<file path="src/rtl/flash_access_pkg.sv">
// constants and types for the flash sector access controller
package flash_access_pkg;
  // register port offsets
  localparam logic [2:0] ADDR_CTRL  = 3'h0;
  localparam logic [2:0] ADDR_GUARD = 3'h1;
  localparam logic [2:0] ADDR_ADRLO = 3'h2;
  localparam logic [2:0] ADDR_ADRHI = 3'h3;
  localparam logic [2:0] ADDR_DATA  = 3'h4;
  localparam logic [2:0] ADDR_STAT  = 3'h5;
  localparam logic [2:0] ADDR_LINK  = 3'h6;
  // control bits, one per operation, in flash_op_t order
  localparam int unsigned CTRL_PGM = 0;
  localparam int unsigned CTRL_SER = 1;
  localparam int unsigned CTRL_MER = 2;
  localparam int unsigned CTRL_OPT = 3;
  localparam logic [7:0]  CTRL_RESET = 8'h00;
  // status bits
  localparam int unsigned STAT_BUSY = 0;
  localparam int unsigned STAT_ERR  = 1;
  localparam int unsigned STAT_RDP  = 2;
  localparam int unsigned STAT_ATT  = 3;
  localparam int unsigned STAT_RXV  = 4;
  localparam int unsigned STAT_TXP  = 5;
  localparam int unsigned STAT_ARM  = 6;
  // option byte bit that holds read-out protection
  localparam int unsigned RDP_BIT = 0;
  // access guard key sequence
  localparam logic [7:0] GUARD_KEY1 = 8'h56;
  localparam logic [7:0] GUARD_KEY2 = 8'hAE;
  localparam logic [1:0] GUARD_IDLE = 2'h0;
  localparam logic [1:0] GUARD_HALF = 2'h1;
  localparam logic [1:0] GUARD_ARMED = 2'h2;
  // array geometry
  localparam int unsigned FLASH_KB   = 32;
  localparam logic [16:0] ADDR_TOP   = 17'h10000;
  localparam logic [16:0] KBYTE      = 17'h00400;
  localparam logic [16:0] FLASH_BASE =
    17'(ADDR_TOP - 17'(FLASH_KB) * KBYTE);
  localparam logic [15:0] SECT0_BASE = 16'hF000;
  localparam logic [15:0] SECT1_BASE = 16'hE000;
  localparam logic [1:0]  SEC_NONE   = 2'h3;
  // serial link
  localparam logic [2:0]  LINK_LAST  = 3'h7;

  typedef enum logic [1:0] {OP_PROG, OP_SERASE, OP_MERASE, OP_OPT}
    flash_op_t;
  typedef enum logic [1:0] {MODE_IAP, MODE_ICP, MODE_TOOL} mode_t;

  typedef struct packed {
    logic [2:0] addr;
    logic [7:0] wdata;
    logic       we;
    logic       re;
  } reg_req_t;

  typedef struct packed {
    logic        req;
    flash_op_t   op;
    logic [15:0] addr;
    logic [7:0]  data;
  } flash_cmd_t;
endpackage

</file>
<file path="src/rtl/flash_sector_access_control.sv">
// flash sector access, protection and in-circuit link control
`timescale 1ns/1ps
module flash_sector_access_control
  import flash_access_pkg::*;
(
  // clock, reset, enable
  input  wire logic       core_clk_i,
  input  wire logic       reset_i,
  input  wire logic       ce_i,
  // register port
  input  wire reg_req_t   reg_req_i,
  output logic [7:0]      rdata_o,
  // mode and tool pins
  input  wire logic       offboard_tool_i,
  input  wire logic       incircuit_comm_mode_i,
  input  wire logic       tool_attached_i,
  // in-circuit link pins
  input  wire logic       incircuit_serial_clock_i,
  input  wire logic       incircuit_serial_data_i,
  output logic            incircuit_serial_data_o,
  output logic            incircuit_serial_data_oe_o,
  // application and protection status
  output logic            app_pins_released_o,
  output logic            readout_block_o,
  // flash macro
  output flash_cmd_t      flash_cmd_o,
  input  wire logic       flash_done_i,
  input  wire logic       flash_opt_rdp_i
);

  typedef enum logic [1:0] {ST_IDLE, ST_RUN, ST_UNPROT_ERASE,
                            ST_UNPROT_CLR} state_t;

  // map an address to its sector, SEC_NONE below the array
  function automatic logic [1:0] sector_of(input logic [15:0] a);
    if ({1'b0, a} < FLASH_BASE) return SEC_NONE;
    else if (a >= SECT0_BASE) return 2'h0;
    else if (a >= SECT1_BASE) return 2'h1;
    else return 2'h2;
  endfunction

  state_t     state_q;
  flash_cmd_t cmd_q;
  logic [4:0] sync1_q;
  logic [4:0] sync2_q;
  logic [7:0] ctrl_q;
  logic [1:0] guard_q;
  logic [15:0] addr_q;
  logic [7:0] data_q;
  logic       err_q;
  logic       rdp_q;
  logic       loaded_q;
  logic       sclk_prev_q;
  logic [2:0] cnt_q;
  logic [7:0] shift_q;
  logic [7:0] rx_q;
  logic       rxv_q;
  logic [7:0] tx_q;
  logic       txp_q;
  logic       oe_q;
  logic [7:0] rdata_q;
  logic       released_q;
  logic       rblock_q;

  // pins pass two flops before use
  wire [4:0] pins_w = {incircuit_serial_data_i, incircuit_serial_clock_i,
                       tool_attached_i, incircuit_comm_mode_i,
                       offboard_tool_i};
  wire off_s  = sync2_q[0];
  wire icc_s  = sync2_q[1];
  wire att_s  = sync2_q[2];
  wire sclk_s = sync2_q[3];
  wire sdat_s = sync2_q[4];

  wire mode_t mode_w = off_s ? MODE_TOOL :
                       icc_s ? MODE_ICP : MODE_IAP;
  wire iap_w = (mode_w == MODE_IAP);

  // register decode
  wire wr_ctrl_w  = reg_req_i.we && reg_req_i.addr == ADDR_CTRL;
  wire wr_guard_w = reg_req_i.we && reg_req_i.addr == ADDR_GUARD;
  wire wr_lo_w    = reg_req_i.we && reg_req_i.addr == ADDR_ADRLO;
  wire wr_hi_w    = reg_req_i.we && reg_req_i.addr == ADDR_ADRHI;
  wire wr_data_w  = reg_req_i.we && reg_req_i.addr == ADDR_DATA;
  wire wr_stat_w  = reg_req_i.we && reg_req_i.addr == ADDR_STAT;
  wire wr_link_w  = reg_req_i.we && reg_req_i.addr == ADDR_LINK;
  wire rd_link_w  = reg_req_i.re && reg_req_i.addr == ADDR_LINK;

  // start request evaluation
  wire idle_w   = (state_q == ST_IDLE);
  wire armed_w  = (guard_q == GUARD_ARMED);
  wire op_hit_w = |reg_req_i.wdata[CTRL_OPT:CTRL_PGM];
  wire flash_op_t op_w = reg_req_i.wdata[CTRL_PGM] ? OP_PROG   :
                         reg_req_i.wdata[CTRL_SER] ? OP_SERASE :
                         reg_req_i.wdata[CTRL_MER] ? OP_MERASE :
                                                     OP_OPT;
  wire [1:0] sec_w = sector_of(addr_q);
  wire byte_op_w = (op_w == OP_PROG) || (op_w == OP_SERASE);
  // sector 0 stays writable outside in-application mode
  wire sec_bad_w = byte_op_w &&
                   (sec_w == SEC_NONE ||
                    (iap_w && sec_w == 2'h0));
  // whole-array and option writes would reach sector 0
  wire mode_bad_w = iap_w &&
                    (op_w == OP_MERASE || op_w == OP_OPT);
  wire rdp_bad_w = rdp_q && (op_w != OP_OPT);
  wire start_ok_w = wr_ctrl_w && op_hit_w && armed_w && idle_w &&
                    loaded_q && !sec_bad_w && !mode_bad_w &&
                    !rdp_bad_w;
  wire refuse_w = wr_ctrl_w && op_hit_w && !start_ok_w;
  wire unprot_w = (op_w == OP_OPT) && rdp_q &&
                  !data_q[RDP_BIT];
  wire done_w = flash_done_i && cmd_q.req;

  // link edges from the sampled clock
  wire link_on_w = icc_s && att_s;
  wire rise_w    = link_on_w && sclk_s && !sclk_prev_q;
  wire fall_w    = link_on_w && !sclk_s && sclk_prev_q;
  wire byte_w    = rise_w && cnt_q == LINK_LAST;
  wire rx_done_w = byte_w && !txp_q;
  wire tx_load_w = wr_link_w && !txp_q && cnt_q == 3'h0;
  wire link_refuse_w = wr_link_w && !tx_load_w;

  wire [7:0] stat_w = {1'b0, armed_w, txp_q, rxv_q, att_s, rdp_q, err_q,
                       !idle_w};
  wire [7:0] rmux_w =
    reg_req_i.addr == ADDR_CTRL  ? ctrl_q :
    reg_req_i.addr == ADDR_ADRLO ? addr_q[7:0] :
    reg_req_i.addr == ADDR_ADRHI ? addr_q[15:8] :
    reg_req_i.addr == ADDR_DATA  ? data_q :
    reg_req_i.addr == ADDR_STAT  ? stat_w :
    reg_req_i.addr == ADDR_LINK  ? rx_q : 8'h00;

  always_ff @(posedge core_clk_i or posedge reset_i) begin
    if (reset_i) begin
      sync1_q <= 5'h00;
      sync2_q <= 5'h00;
      sclk_prev_q <= 1'b0;
    end else if (ce_i) begin
      sync1_q <= pins_w;
      sync2_q <= sync1_q;
      sclk_prev_q <= sclk_s;
    end
  end

  // guard: key1 then key2 arms one start; any control write disarms
  always_ff @(posedge core_clk_i or posedge reset_i) begin
    if (reset_i) begin
      guard_q <= GUARD_IDLE;
    end else if (ce_i) begin
      if (wr_ctrl_w)
        guard_q <= GUARD_IDLE;
      else if (wr_guard_w)
        guard_q <= reg_req_i.wdata == GUARD_KEY1 ? GUARD_HALF :
                   (guard_q == GUARD_HALF &&
                    reg_req_i.wdata == GUARD_KEY2) ? GUARD_ARMED :
                   GUARD_IDLE;
    end
  end

  // address and data are frozen while an operation runs
  always_ff @(posedge core_clk_i or posedge reset_i) begin
    if (reset_i) begin
      addr_q <= 16'h0000;
      data_q <= 8'h00;
    end else if (ce_i && idle_w) begin
      if (wr_lo_w) addr_q[7:0] <= reg_req_i.wdata;
      if (wr_hi_w) addr_q[15:8] <= reg_req_i.wdata;
      if (wr_data_w) data_q <= reg_req_i.wdata;
    end
  end

  // sticky error: a new refusal wins over the clear
  always_ff @(posedge core_clk_i or posedge reset_i) begin
    if (reset_i)
      err_q <= 1'b0;
    else if (ce_i)
      err_q <= refuse_w || link_refuse_w ||
               (err_q && !(wr_stat_w && reg_req_i.wdata[STAT_ERR]));
  end

  // operation sequencer
  always_ff @(posedge core_clk_i or posedge reset_i) begin
    if (reset_i) begin
      state_q <= ST_IDLE;
      cmd_q <= '0;
      ctrl_q <= CTRL_RESET;
    end else if (ce_i) begin
      case (state_q)
        ST_IDLE: begin
          if (start_ok_w) begin
            ctrl_q <= 8'(8'h01 << op_w);
            cmd_q.req <= 1'b1;
            cmd_q.op <= unprot_w ? OP_MERASE : op_w;
            cmd_q.addr <= addr_q;
            cmd_q.data <= data_q;
            state_q <= unprot_w ? ST_UNPROT_ERASE : ST_RUN;
          end
        end
        ST_UNPROT_ERASE: begin
          // option cleared only after the array is blank
          if (done_w) begin
            cmd_q.op <= OP_OPT;
            state_q <= ST_UNPROT_CLR;
          end
        end
        ST_RUN, ST_UNPROT_CLR: begin
          if (done_w) begin
            cmd_q.req <= 1'b0;
            ctrl_q <= CTRL_RESET;
            state_q <= ST_IDLE;
          end
        end
        default: state_q <= ST_IDLE;
      endcase
    end
  end

  // protection bit: loaded once after reset, then tracks option writes
  always_ff @(posedge core_clk_i or posedge reset_i) begin
    if (reset_i) begin
      rdp_q <= 1'b0;
      loaded_q <= 1'b0;
    end else if (ce_i) begin
      loaded_q <= 1'b1;
      if (!loaded_q)
        rdp_q <= flash_opt_rdp_i;
      else if (done_w && cmd_q.op == OP_OPT)
        rdp_q <= cmd_q.data[RDP_BIT];
    end
  end

  // serial link: sample on rising clock, drive on falling clock
  always_ff @(posedge core_clk_i or posedge reset_i) begin
    if (reset_i) begin
      cnt_q <= 3'h0;
      shift_q <= 8'h00;
      rx_q <= 8'h00;
    end else if (ce_i) begin
      if (!link_on_w) begin
        cnt_q <= 3'h0;
      end else if (rise_w) begin
        cnt_q <= 3'(cnt_q + 3'h1);
        shift_q <= {shift_q[6:0], sdat_s};
        if (rx_done_w) rx_q <= {shift_q[6:0], sdat_s};
      end
    end
  end

  // receive flag: a byte landing on the read cycle stays flagged
  always_ff @(posedge core_clk_i or posedge reset_i) begin
    if (reset_i)
      rxv_q <= 1'b0;
    else if (ce_i)
      rxv_q <= rx_done_w || (rxv_q && !rd_link_w);
  end

  // transmit: one whole byte per load, line released afterwards
  always_ff @(posedge core_clk_i or posedge reset_i) begin
    if (reset_i) begin
      tx_q <= 8'h00;
      txp_q <= 1'b0;
      oe_q <= 1'b0;
    end else if (ce_i) begin
      if (tx_load_w) begin
        tx_q <= reg_req_i.wdata;
        txp_q <= 1'b1;
      end else if (byte_w) begin
        txp_q <= 1'b0;
      end else if (fall_w && txp_q && cnt_q != 3'h0) begin
        tx_q <= {tx_q[6:0], 1'b0};
      end
      oe_q <= link_on_w && txp_q && !byte_w;
    end
  end

  // register read data and status pins
  always_ff @(posedge core_clk_i or posedge reset_i) begin
    if (reset_i) begin
      rdata_q <= 8'h00;
      released_q <= 1'b1;
      rblock_q <= 1'b0;
    end else if (ce_i) begin
      rdata_q <= reg_req_i.re ? rmux_w : 8'h00;
      released_q <= !att_s;
      rblock_q <= rdp_q && (!iap_w || att_s);
    end
  end

  assign rdata_o = rdata_q;
  assign flash_cmd_o = cmd_q;
  assign incircuit_serial_data_o = tx_q[7];
  assign incircuit_serial_data_oe_o = oe_q;
  assign app_pins_released_o = released_q;
  assign readout_block_o = rblock_q;

  // checks
  property p_iap_sec0;
    @(posedge core_clk_i) disable iff (reset_i)
    ($rose(cmd_q.req) && $past(iap_w)) |->
      (cmd_q.op inside {OP_PROG, OP_SERASE}) &&
      sector_of(cmd_q.addr) inside {2'h1, 2'h2};
  endproperty
  a_iap_sec0: assert property (p_iap_sec0)
    else $error("sector 0 or whole array touched in app mode");

  property p_rdp_block;
    @(posedge core_clk_i) disable iff (reset_i)
    ($rose(cmd_q.req) && $past(rdp_q)) |->
      cmd_q.op inside {OP_MERASE, OP_OPT};
  endproperty
  a_rdp_block: assert property (p_rdp_block)
    else $error("flash write issued while protected");

  property p_unprot;
    @(posedge core_clk_i) disable iff (reset_i)
    $fell(rdp_q) |->
      $past(state_q == ST_UNPROT_CLR && flash_done_i);
  endproperty
  a_unprot: assert property (p_unprot)
    else $error("protection cleared without prior array erase");

  property p_unprot_order;
    @(posedge core_clk_i) disable iff (reset_i)
    (state_q == ST_UNPROT_ERASE && cmd_q.req) |->
      cmd_q.op == OP_MERASE;
  endproperty
  a_unprot_order: assert property (p_unprot_order)
    else $error("unprotect did not start with a whole erase");

  property p_guard;
    @(posedge core_clk_i) disable iff (reset_i)
    $rose(cmd_q.req) |-> $past(guard_q) == GUARD_ARMED;
  endproperty
  a_guard: assert property (p_guard)
    else $error("operation started without guard armed");

  property p_sector;
    @(posedge core_clk_i) disable iff (reset_i)
    (cmd_q.req && cmd_q.op inside {OP_PROG, OP_SERASE}) |->
      sector_of(cmd_q.addr) != SEC_NONE;
  endproperty
  a_sector: assert property (p_sector)
    else $error("operation outside the array");

  property p_hold;
    @(posedge core_clk_i) disable iff (reset_i)
    (ce_i && cmd_q.req && !flash_done_i) |=>
      cmd_q.req && $stable(cmd_q.addr) && $stable(cmd_q.data);
  endproperty
  a_hold: assert property (p_hold)
    else $error("command changed before completion");

  property p_refuse;
    @(posedge core_clk_i) disable iff (reset_i)
    (ce_i && refuse_w && idle_w) |=> err_q && !cmd_q.req;
  endproperty
  a_refuse: assert property (p_refuse)
    else $error("refused request was not dropped");

  property p_pins;
    @(posedge core_clk_i) disable iff (reset_i)
    (ce_i && att_s) |=> !app_pins_released_o;
  endproperty
  a_pins: assert property (p_pins)
    else $error("link pins released while tool attached");

  property p_ctrl_idle;
    @(posedge core_clk_i) disable iff (reset_i)
    (state_q == ST_IDLE) |-> ctrl_q == CTRL_RESET;
  endproperty
  a_ctrl_idle: assert property (p_ctrl_idle)
    else $error("control register not clear while idle");

  property p_oe;
    @(posedge core_clk_i) disable iff (reset_i)
    incircuit_serial_data_oe_o |-> txp_q && $past(link_on_w);
  endproperty
  a_oe: assert property (p_oe)
    else $error("data line driven with no byte pending");

  c_prog: cover property (@(posedge core_clk_i) disable iff (reset_i)
    $rose(cmd_q.req) && cmd_q.op == OP_PROG);
  c_unprot: cover property (@(posedge core_clk_i) disable iff (reset_i)
    $fell(rdp_q));
  c_rx: cover property (@(posedge core_clk_i) disable iff (reset_i)
    rx_done_w);
  c_tx: cover property (@(posedge core_clk_i) disable iff (reset_i)
    $fell(txp_q));

endmodule // flash_sector_access_control

</file>
<file path="config.mk">
export PLATFORM = sky130hd
export DESIGN_NAME = flash_sector_access_control
export DESIGN_NICKNAME = d
export VERILOG_FILES = /design/src/rtl/flash_access_pkg.sv /design/src/rtl/flash_sector_access_control.sv
export SDC_FILE = /design/constraint.sdc
export NUM_CORES = 1
export LEC_CHECK = 0
export BUFFER_PORTS_ARGS = -buffer_cell sky130_fd_sc_hd__buf_2
export CORE_ASPECT_RATIO = 0.75
export CORE_MARGIN = 2
export CORE_UTILIZATION = 45
export CTS_CLUSTER_SIZE = 8
export DETAILED_ROUTE_END_ITERATION = 12
export GPL_ROUTABILITY_DRIVEN = 0
export PLACE_DENSITY = 0.69
export SLEW_MARGIN = 20
export SYNTH_ARGS = -nofsm -noshare
export SYNTH_HDL_FRONTEND = slang
export SYNTH_SLANG_ARGS = --single-unit
</file>
<file path="constraint.sdc">
create_clock -name core_clk_i -period 3.35 [get_ports core_clk_i]
set_input_delay 0.335 -clock core_clk_i [delete_from_list [all_inputs] [get_ports core_clk_i]]
set_output_delay 0.335 -clock core_clk_i [all_outputs]
set_load 0.005 [all_outputs]
</file>
Word level (Yosys, flattened, before mapping)
Cells that the tools add are included.

Output and inout port bits: 39. Logic and storage cells: 192. Flip-flop bits (word level): 116. Input port bits: 23.

Magnitude comparators: 3. Shift-type cells: 1. Mux-type cells: 41. Add/subtract/negate cells: 1. Eq/ne operators: 26. Reduce and logical (&&, ||, !) cells: 94.

Operator list (count): two-way mux 8 bit (12); logical AND 1 bit (44); greater-or-equal comparator 16 bit, second input constant (2); two-way mux 2 bit (15); two-way mux 27 bit (1); < comparator 16 bit, second input constant (1); one-hot mux 8 bit (2 select lines) (1); AND reduction 4 bit (4); logical NOT 1 bit (15); == test 2 bit, second input constant (7); AND reduction 2 bit (7); == test 3 bit, second input constant (4); nonzero test 2 bit (5); AND reduction 3 bit (3); == test 8 x 7 -> 1 bit, second input constant (1); == test 8 bit, second input constant (1); logical NOT 2 bit (4); inequality test 2 x 1 -> 1 bit, second input constant (4); left shift 1 x 2 -> 8 bit, first input constant (1); logical OR 1 bit (7); two-way mux 1 bit (7); == test 2 x 1 -> 1 bit, second input constant (3); == test 3 x 2 -> 1 bit, second input constant (2); logical NOT 3 bit (2); 10 further kinds (13).

Longest topological paths before layout
Gate-level depths: netlist of run 1.

Word-level depth: 16. Mapped depth: 7. Gate-level depth less buffers: 6.

Worst setup path before layout of run 1
OpenSTA, ideal clock, no wires.

Path type: input-to-reg. Start: input reg_req_i[2] in the netlist's numbering. End: register cmd_q (netlist bit flash_cmd_o[10]). Cell stages on the path: 7. Arrival time: 1982 ps. Buffers on the path: 3. Path slack: 1243 ps. Setup time: 125 ps. Required time: 3225 ps. Cell sequence: buf_6 o31ai_4 o2111ai_2 or4_1 buf_6 buf_12 mux2_4.

Longest elaborated chain between the ends: 9. Elaborated cells between the ends (all ways): 23. Those cells by class: 4 x eq/ne; 1 x mux; 18 x reduce/logical.

Ends and longest elaborated chain: from (decl) (RTL line flash_sector_access_control.sv:11) `input wire reg_req_t reg_req_i,`; two-way mux 2 bit / OR reduction 4 bit (equally long branches) (RTL line flash_sector_access_control.sv:93, flash_sector_access_control.sv:92); == test 2 x 1 -> 1 bit, or another cell as far along (RTL line flash_sector_access_control.sv:98) `wire byte_op_w = (op_w == OP_PROG) || (op_w == OP_SERASE);`; logical OR 1 bit / logical AND 1 bit (equally long branches) (RTL line flash_sector_access_control.sv:98, flash_sector_access_control.sv:107); logical AND 1 bit, on equally long branches (RTL line flash_sector_access_control.sv:100, flash_sector_access_control.sv:107); logical NOT 1 bit / logical AND 1 bit (equally long branches) (RTL line flash_sector_access_control.sv:108, flash_sector_access_control.sv:107); logical AND 1 bit (2 in a row) (RTL line flash_sector_access_control.sv:108) `loaded_q && !sec_bad_w && !mode_bad_w &&`; logical AND 1 bit (*) (RTL line flash_sector_access_control.sv:108); AND reduction 3 bit (no line) (*); to (decl) (RTL line flash_sector_access_control.sv:43) `flash_cmd_t cmd_q;`.

Every way passes the cells marked *; elsewhere a longest branch is shown, timed or not. A chain may end at the register's enable or synchronous reset.

Worst setup path in the final report of run 1
Start: register guard_q[0]. End: register cmd_q (netlist bit flash_cmd_o[10]).

Longest elaborated chain between the ends: 8.

Ends and longest elaborated chain: from (decl) (RTL line flash_sector_access_control.sv:47) `logic [1:0] guard_q;`; from (signal assigned) (RTL line flash_sector_access_control.sv:154) `guard_q <= reg_req_i.wdata == GUARD_KEY1 ? GUARD_HALF :`; == test 2 bit (RTL line flash_sector_access_control.sv:91) `wire armed_w = (guard_q == GUARD_ARMED);`; logical AND 1 bit (3 in a row) (RTL line flash_sector_access_control.sv:107) `wire start_ok_w = wr_ctrl_w && op_hit_w && armed_w && idle_w &&`; logical AND 1 bit (3 in a row) (RTL line flash_sector_access_control.sv:108); AND reduction 3 bit (no line).

No other way between the ends.

==> results of run 1 <==
-- power by group through the flow --
stage	logic [mW]	clock network (mW)	registers, mW
2_1_floorplan	0.283	0	1.60
3_3_place_gp	0.369	0	1.65
3_5_place_dp	0.381	0	1.65
4_1_cts	0.385	1.15	1.62
5_1_grt	0.423	1.20	1.64
6_report	0.381	1.11	1.62
-- through the flow --
stage / area, um2 / hold slack (ns) / power [mW] / util, % / std cells
detailed placement: 5590 / 0.464 / 2.03 / 50.5 / 594
global route: 5900 / 0.116 / 3.26 / 53.3 / 610
floorplan: 5180 / 0.442 / 1.88 / - / 409
CTS: 5900 / 0.0896 / 3.16 / 53.3 / 610
finish: 5900 / 0.0796 / 3.11 / 53.3 / 610
global placement: 5590 / 0.460 / 2.02 / 50.5 / 594
-- flip-flops by register name (all words and copies together) (netlist names), 2 cells and up --
name         flops
data_q           8
cnt_q            3
flash_cmd_o     27
sync1_q          5
addr_q          16
tx_q             8
ctrl_q           4
rdata_o          8
sync2_q          5
guard_q          2
rx_q             8
shift_q          7
state_q          2
-- final timing paths --
| check | to | cells after the start | startpoint |
|---|---|---|---|
| min in group core_clk_i | sync1_q[1] | 2 | incircuit_comm_mode_i |
| hold / removal | tx_q[4] | 2 | reset_i |
| hold reg to reg | rdata_o[2] | 1 | rdata_o[2] |
| setup reg to reg | flash_cmd_o[10] | 5 | guard_q[0] |
| max in group asynchronous | data_q[1] | 3 | reset_i |
| setup / recovery | flash_cmd_o[10] | 5 | guard_q[0] |
-- cell usage in the layout, fill, tap and decap left out, drive strengths merged, types with 3 or more instances in the layout --
| cell type | count |
|---|---|
| dfrtp | 111 |
| mux2 | 87 |
| buf | 66 |
| nand2 | 44 |
| inv | 16 |
| nor2 | 11 |
| clkbuf | 10 |
| mux2i | 9 |
| o21ai | 7 |
| a21oi | 6 |
| nor2b | 6 |
| o2bb2ai | 6 |
| a21o | 5 |
| a22o | 5 |
| nor3 | 5 |
| nand3 | 4 |
| nand4 | 4 |
| nor4b | 4 |
| o31ai | 4 |
| a211oi | 3 |
| nor3b | 3 |
| nand3b | 3 |
| a221oi | 3 |
| o32a | 3 |
| ha | 3 |
| clkinv | 3 |
-- cell type report --
type	count	area, um2	share of cell area, %
Clock inverter	6	76.3	1.29
Tap cell	140	175	2.97
Inverter	14	55.1	0.933
Multi-Input combinational cell	262	2200	37.2
Sequential cell	112	2800	47.5
Timing Repair Buffer	66	355	6.02
Clock buffer	10	239	4.05
-- cells by family after synthesis --
logic type	after synthesis	share of synthesized area (%)
flip-flops	112	54.1
AND/OR/NAND/NOR	99	10.0
multiplexers	96	21.7
AO/OA/AOI/OAI	64	9.92
buffers and inverters	35	3.52
adder cells (fa/ha/maj)	3	0.724
-- routing by layer --
layer / share of wire [%] / track usage [%] / vias up
met1: 49 / 30.0 / 1791
met3: 6.6 / 4.65 / 9
li1: - / - / 1615
met2: 44 / 28.0 / 121
met4: 0.97 / 5.41 / 0
met5: 0 / 0 / -
-- worst max-delay path, cell delays in order, from the launching register on --
cell,delay (ns)
dfrtp_1,0.41
nor2b_1,0.37
o2111ai_2,0.27
or4_1,0.70
buf_4,0.32
mux2_4,0.34
==> flow_summary.ini, run 1 <==
[run_status]
status = finished clean

[sta]
fin_crit_ns = 2.54
min_period_over_period_pct = 75.8
setup_viol = 0
rsz0062_at_grt = false
worst_slew_pin_slew_ns = 0.756
slew_headroom_pct = 49.1
finalMaxSlewViolations = 0
fmax_ghz = 0.394
final.setup.tns_ns = 0
final.setup_skew_ns = 0.00860
worst_slack_ns = 0.812
hold_viol = 0

[cts]
cts.repair.resized = 0
hold_buffers = 0
cts_tree = yes
clock-sinks = 112
clk_path_buf_depth = 2
cts-root-buf = clkbuf_16
insertion_delay_ns = 0.35
clkTransAtPathRegs_ns = 0.08
cts_max_level = 3
cts_buffers = 9
postCtsSetupBuffers = 0

[critical_path]
cp_max_fo = 23
worstPathRequired_ns = 3.58
arrival_ns = 2.77
r2r_setup_slack_ns = 0.81
start_kind = flip-flop
crit_path_end_kind = flip-flop
path_class = flip-flop to flip-flop

[synthesis]
synth.avg_cell_area_um2 = 12.7
syn-num-nets = 435
yosys.area.top_type = dfrtp_1
synth_commonest_cells = 111 x dfrtp_1, 72 x mux2_2, 44 x nand2_1
ys.flop_type = dfrtp_1
synthCells = 409
synth_top_area_share_pct = 53.6
syn_area_mm2 = 0.00518
yosysMostFrequentCell = dfrtp_1
ys_types = 61
synth_warnings = 0
ys_ff_latch = 112
synthArstFlopShare_pct = 100
ys_top_cells_by_area = dfrtp_1 54%, mux2_2 16%, mux2_4 4.3%
synth_edf_count = 0
ys_seq_area_share_pct = 54.1

[floorplanning]
start_util_pct = 46.9
core_area_mm2 = 0.0111
ioPinCount = 62
dieWidth_um = 128
die_height_um = 97.0
num_rows = 33
die_area_mm2 = 0.0124

[grt]
grt_pass1_vias = 3479
grt_pass1_wl_um = 18800
grt_usage_pct = 19.7
antenna_found_initial = 0
overflow = 0
grt_max_degree = 65

[power]
swShare_pct = 26.1
leakage_nw = 2.93
pwr-share-comb_pct = 12.2
power_switching_uw = 813
clkPwrFrac_pct = 35.6
power_frac_seq_pct = 52.1
internal-power_mw = 2.30
p_per_area_mw_per_mm2 = 528
vdd_drop_max_mv = 0.240

[placement]
hpwl_um = 8300
pre_cts_slack_ns = 0.751
io_buffers = 61

[layout]
drive_above_1_share_pct = 38.5
diodes = 0
area_growth_pct = 13.9
n_fill_cell = 954
finalNetCount = 491

[route]
wl_per_cell_um = 18.9
drc = 0
drt_iter0_markers = 228
post_drt_via_cell_ratio = 5.80
wirelength_um = 11600
via_count = 3536
first_pass_iters = 5
ant_nets = 0

[worst_hold_path]
hp-class = input port to asynchronous set/reset pin

[flow_run]
cap_violations = 0
Power figures use the tool's default switching activity.
==> run 2: changes to the inputs <==
--- a/config.mk
+++ b/config.mk
@@ -12,7 +12,7 @@
 export CTS_CLUSTER_SIZE = 8
 export DETAILED_ROUTE_END_ITERATION = 12
 export GPL_ROUTABILITY_DRIVEN = 0
-export PLACE_DENSITY = 0.69
+export PLACE_DENSITY = 0.66
 export SLEW_MARGIN = 20
 export SYNTH_ARGS = -nofsm -noshare
 export SYNTH_HDL_FRONTEND = slang
==> constraint.sdc (replaced) <==
create_clock -name core_clk_i -period 2.41 [get_ports core_clk_i]
set_input_delay 0.241 -clock core_clk_i [delete_from_list [all_inputs] [get_ports core_clk_i]]
set_output_delay 0.241 -clock core_clk_i [all_outputs]
set_load 0.005 [all_outputs]
==> flow_summary.ini, run 2 (synthesized netlist as in run 1, its figures left out) <==
[power]
finalPower_mw = 4.25
p_per_area_mw_per_mm2 = 707
leakage_nw = 3.00
vdd_drop_max_mv = 0.376

[critical_path]
crit_family = simple AND/OR/NAND/NOR gates
max_stage_delay_ns = 0.57
r2r_start = guard_q[0]
cp_max_fo = 23
worstPathCellList = nor2b_1 -> o2111ai_2 -> or4_1 -> buf_4 -> mux2_4
rr_endpoint = flash_cmd_o[4]
r2r_setup_slack_ns = 0.16
worstPathRequired_ns = 2.65
reg2regPathDepth = 5
crit_path_end_kind = flip-flop
arrival_ns = 2.49
cpMaxStageDelayCell = or4_1
cp.buffers_inverters = 1
path_class = flip-flop to flip-flop
start_kind = flip-flop

[floorplanning]
num_rows = 33
dieWidth_um = 128
die_height_um = 97.0
core_area_mm2 = 0.0111
die_area_mm2 = 0.0124
start_util_pct = 46.9
ioPinCount = 62

[worst_hold_path]
holdPathStages = 2
hp-class = input port to flip-flop
min_to = sync1_q[0]
hp-start = offboard_tool_i

[sta]
worst_slack_ns = 0.162
fin_hold_ws_ns = 0.113
min_period_over_period_pct = 93.3
finalMaxSlewViolations = 0
worst_slew_pin_slew_ns = 0.701
rsz0062_at_grt = false
slew_headroom_pct = 52.9
fin_crit_ns = 2.25
final.setup.tns_ns = 0
setup_viol = 0
fmax_ghz = 0.445
hold_viol = 0
final.setup_skew_ns = 0.00825

[layout]
largest_reg_flops = 27
seqCellArea_mm2 = 0.00280
final_cell_mix = 111 x dfrtp_1, 72 x mux2_2, 61 x buf_2
n_fill_cell = 959
area_growth_pct = 16.0
utilization_pct = 54.3
diodes = 0
finalNetCount = 509
drive_above_1_share_pct = 40.4
layout_commonest_cell = dfrtp_1
multiInputGateArea_mm2 = 0.00220

[cts]
clk_path_buf_depth = 2
cts_max_level = 3
cts_buffers = 9
cts_tree = yes
clock-sinks = 112
cts-root-buf = clkbuf_16
insertion_delay_ns = 0.35
clkTransAtPathRegs_ns = 0.08

[placement]
pre_cts_slack_ns = 0.0395
hpwl_um = 8590
io_buffers = 61

[route]
met2_length_um = 5300
ant_nets = 0
drt_iter0_markers = 236
first_pass_iters = 6
drc = 0
wirelength_um = 11800
wl_per_cell_um = 18.8
met3_length_um = 479
highest_layer = met4
via_count = 3543
post_drt_via_cell_ratio = 5.64
m1WireLength_um = 5910

[grt]
grt_pass1_vias = 3568
overflow = 0
grt_max_degree = 54
antenna_found_initial = 0
grt_pass1_wl_um = 19300
grt_usage_pct = 20.0

[run_status]
status = finished clean

[flow_run]
cap_violations = 0
[run 2: worst max path at each step]
stage                from        endpoint  slack, ns  cells after the start
6_report       guard_q[0]  flash_cmd_o[4]       0.16                      5
3_5_place_dp     cnt_q[0]         tx_q[2]       0.04                      6
5_1_grt        guard_q[0]  flash_cmd_o[6]       0.05                      5
2_1_floorplan    cnt_q[0]         tx_q[3]       0.32                      6
4_1_cts          cnt_q[0]         tx_q[2]      0.002                      6
3_3_place_gp     cnt_q[0]         tx_q[1]       0.14                      6
[run 2: final cells by class]
cell class / instances / share of cell area (%)
clock buffers: 10 / 3.81
clock inverters: 6 / 0.874
inverters: 14 / 0.936
multi-input cells: 262 / 36.6
flip-flops and latches: 112 / 46.6
well taps: 140 / 2.91
repair buffers: 84 / 8.20
[run 2: through the flow]
step	instance area (um2)	cells
finish	6010	628
global route	6010	628
CTS	6010	628
detailed placement	5720	611
global placement	5720	611
floorplan	5190	409
[run 2: timing repair]
action | CTS | global route
hold buffers | 1 | 0
endpoints found under the hold margin | 24 | 0
setup endpoints to repair | 0 | 8
setup buffers | 0 | 0
gates resized for setup | 0 | 1
[run 2: layer usage]
metal / vias to the layer above / track usage, %
met4: 0 / 5.24
met3: 11 / 4.09
met1: 1805 / 29.7
met2: 84 / 29.9
li1: 1643 / -
met5: - / 0
[run 2: worst register-to-register path, delay by kind of cell, from the launching register on]
| family | cells | cell delay [ns] |
|---|---|---|
| mux | 1 | 0.36 |
| simple gates | 2 | 0.86 |
| compound gates | 1 | 0.25 |
| buf+inv | 1 | 0.28 |
| flops | 1 | 0.40 |
[run 2: power by group]
group / internal (mW) / total (mW) / switching, mW / leakage [nW]
combinational: 0.291 / 0.569 / 0.278 / 1.39
clock: 0.720 / 1.44 / 0.716 / 0.138
sequential: 2.08 / 2.25 / 0.172 / 1.47
total: 3.09 / 4.25 / 1.17 / 3.00
==> run 3: changes to the inputs <==
==> constraint.sdc (replaced) <==
create_clock -name core_clk_i -period 2.4 [get_ports core_clk_i]
set_input_delay 0.24 -clock core_clk_i [delete_from_list [all_inputs] [get_ports core_clk_i]]
set_output_delay 0.24 -clock core_clk_i [all_outputs]
set_load 0.005 [all_outputs]
==> flow_summary.ini, run 3 (synthesized netlist as in run 1, its figures left out) <==
[layout]
final_cell_mix = 111 x dfrtp_1, 72 x mux2_2, 61 x buf_2
diodes = 0
largest_reg_flops = 27
layout_commonest_cell = dfrtp_1
utilization_pct = 54.5
area_growth_pct = 16.2
layout.cells.non_filler = 626
finalNetCount = 507
drive_above_1_share_pct = 40.5
final_area_mm2 = 0.00603

[floorplanning]
start_util_pct = 46.9
die_height_um = 97.0
num_rows = 33
dieWidth_um = 128
ioPinCount = 62
die_area_mm2 = 0.0124
core_area_mm2 = 0.0111

[critical_path]
crit_family = simple AND/OR/NAND/NOR gates
arrival_ns = 2.48
cp.buffers_inverters = 1
worstPathCellList = nor2b_1 -> o2111ai_2 -> or4_1 -> buf_4 -> mux2_4
max_stage_delay_ns = 0.57
cp_max_fo = 23
worst-path-stages = 5
reg2regPathDepth = 5
start_kind = flip-flop
worstPathRequired_ns = 2.64
crit_path_end_kind = flip-flop
r2r_setup_slack_ns = 0.16
path_class = flip-flop to flip-flop
cpMaxStageDelayCell = or4_1

[placement]
pre_cts_slack_ns = 0.0430
hpwl_um = 8570
io_buffers = 61
place_area_mm2 = 0.00571
numPlacedInstances = 610

[power]
vdd_drop_max_mv = 0.314
finalPower_mw = 4.39
leakage_nw = 3.00
p_per_area_mw_per_mm2 = 728

[route]
drt_iter0_markers = 291
drc = 0
first_pass_iters = 5
via_count = 3585
post_drt_via_cell_ratio = 5.73
wl_per_cell_um = 19.1
wirelength_um = 12000
ant_nets = 0

[cts]
postCtsSetupBuffers = 0
cts_tree = yes
cts_buffers = 9
clock-sinks = 112
clk_path_buf_depth = 2
cts-root-buf = clkbuf_16
cts_max_level = 3
insertion_delay_ns = 0.35
clkTransAtPathRegs_ns = 0.07

[run_status]
status = finished clean

[sta]
rsz0062_at_grt = false
finalMaxSlewViolations = 0
fin_crit_ns = 2.24
worst_slack_ns = 0.162
worst_slew_pin_slew_ns = 0.668
fmax_ghz = 0.447
slew_headroom_pct = 55.1
min_period_over_period_pct = 93.3
final.setup.tns_ns = 0
fin_hold_ws_ns = 0.0367
setup_viol = 0
hold_viol = 0
final.setup_skew_ns = 0.00959

[grt]
antenna_found_initial = 0
overflow = 0
grt_usage_pct = 20.5
grt_max_degree = 113
grt_pass1_wl_um = 19800
grt_pass1_vias = 3675

[flow_run]
cap_violations = 0

[worst_hold_path]
hp-class = input port to asynchronous set/reset pin
-- run 3: changes by cell type in the layout (fill, tap and decap cells not counted), sizes merged --
| cell | delta |
|---|---|
| inv | +1 |
| buf | -1 |
| clkinv | -3 |
| clkinvlp | +1 |
| dlygate4sd3 | -1 |
| bufinv | +1 |
-- run 3: metal layers --
| layer | routed length (um) | track usage, % |
|---|---|---|
| met1 | 5760 | 30.6 |
| met2 | 5330 | 29.2 |
| met3 | 655 | 4.70 |
| met4 | 232 | 7.27 |
| met5 | 0 | 0 |
-- run 3: worst register-to-register path, cell delays in order (launching register included) --
cell and delay [ns]:
dfrtp_1 0.40, nor2b_1 0.27, o2111ai_2 0.25, or4_1 0.57
buf_4 0.28, mux2_4 0.35
-- run 3: cell type report --
class                   count  area (um2)
inverters                  14        56.3
multi-input cells         262        2200
flip-flops and latches    112        2800
clock buffers              10         239
clock inverters             6        72.6
well taps                 140         175
fillers                   972        5040
repair buffers             82         475
-- run 3: timing repair --
item                                    in CTS  in global routing
hold buffers                                 0                  0
endpoints found under the hold margin        0                  0
endpoints found under the setup margin       0                  8
resized for setup                            0                  1
-- run 3: power breakdown --
part | internal, mW | switching, mW
combinational | 0.290 | 0.278
sequential | 2.09 | 0.169
clock | 0.854 | 0.713
-- run 3: worst paths after layout --
check	to	from
max	flash_cmd_o[5]	guard_q[0]
min	tx_q[2]	reset_i
max reg2reg	flash_cmd_o[5]	guard_q[0]
min reg2reg	rdata_o[3]	rdata_o[3]
max in group asynchronous	rdata_o[4]	reset_i
min in group core_clk_i	sync1_q[0]	offboard_tool_i
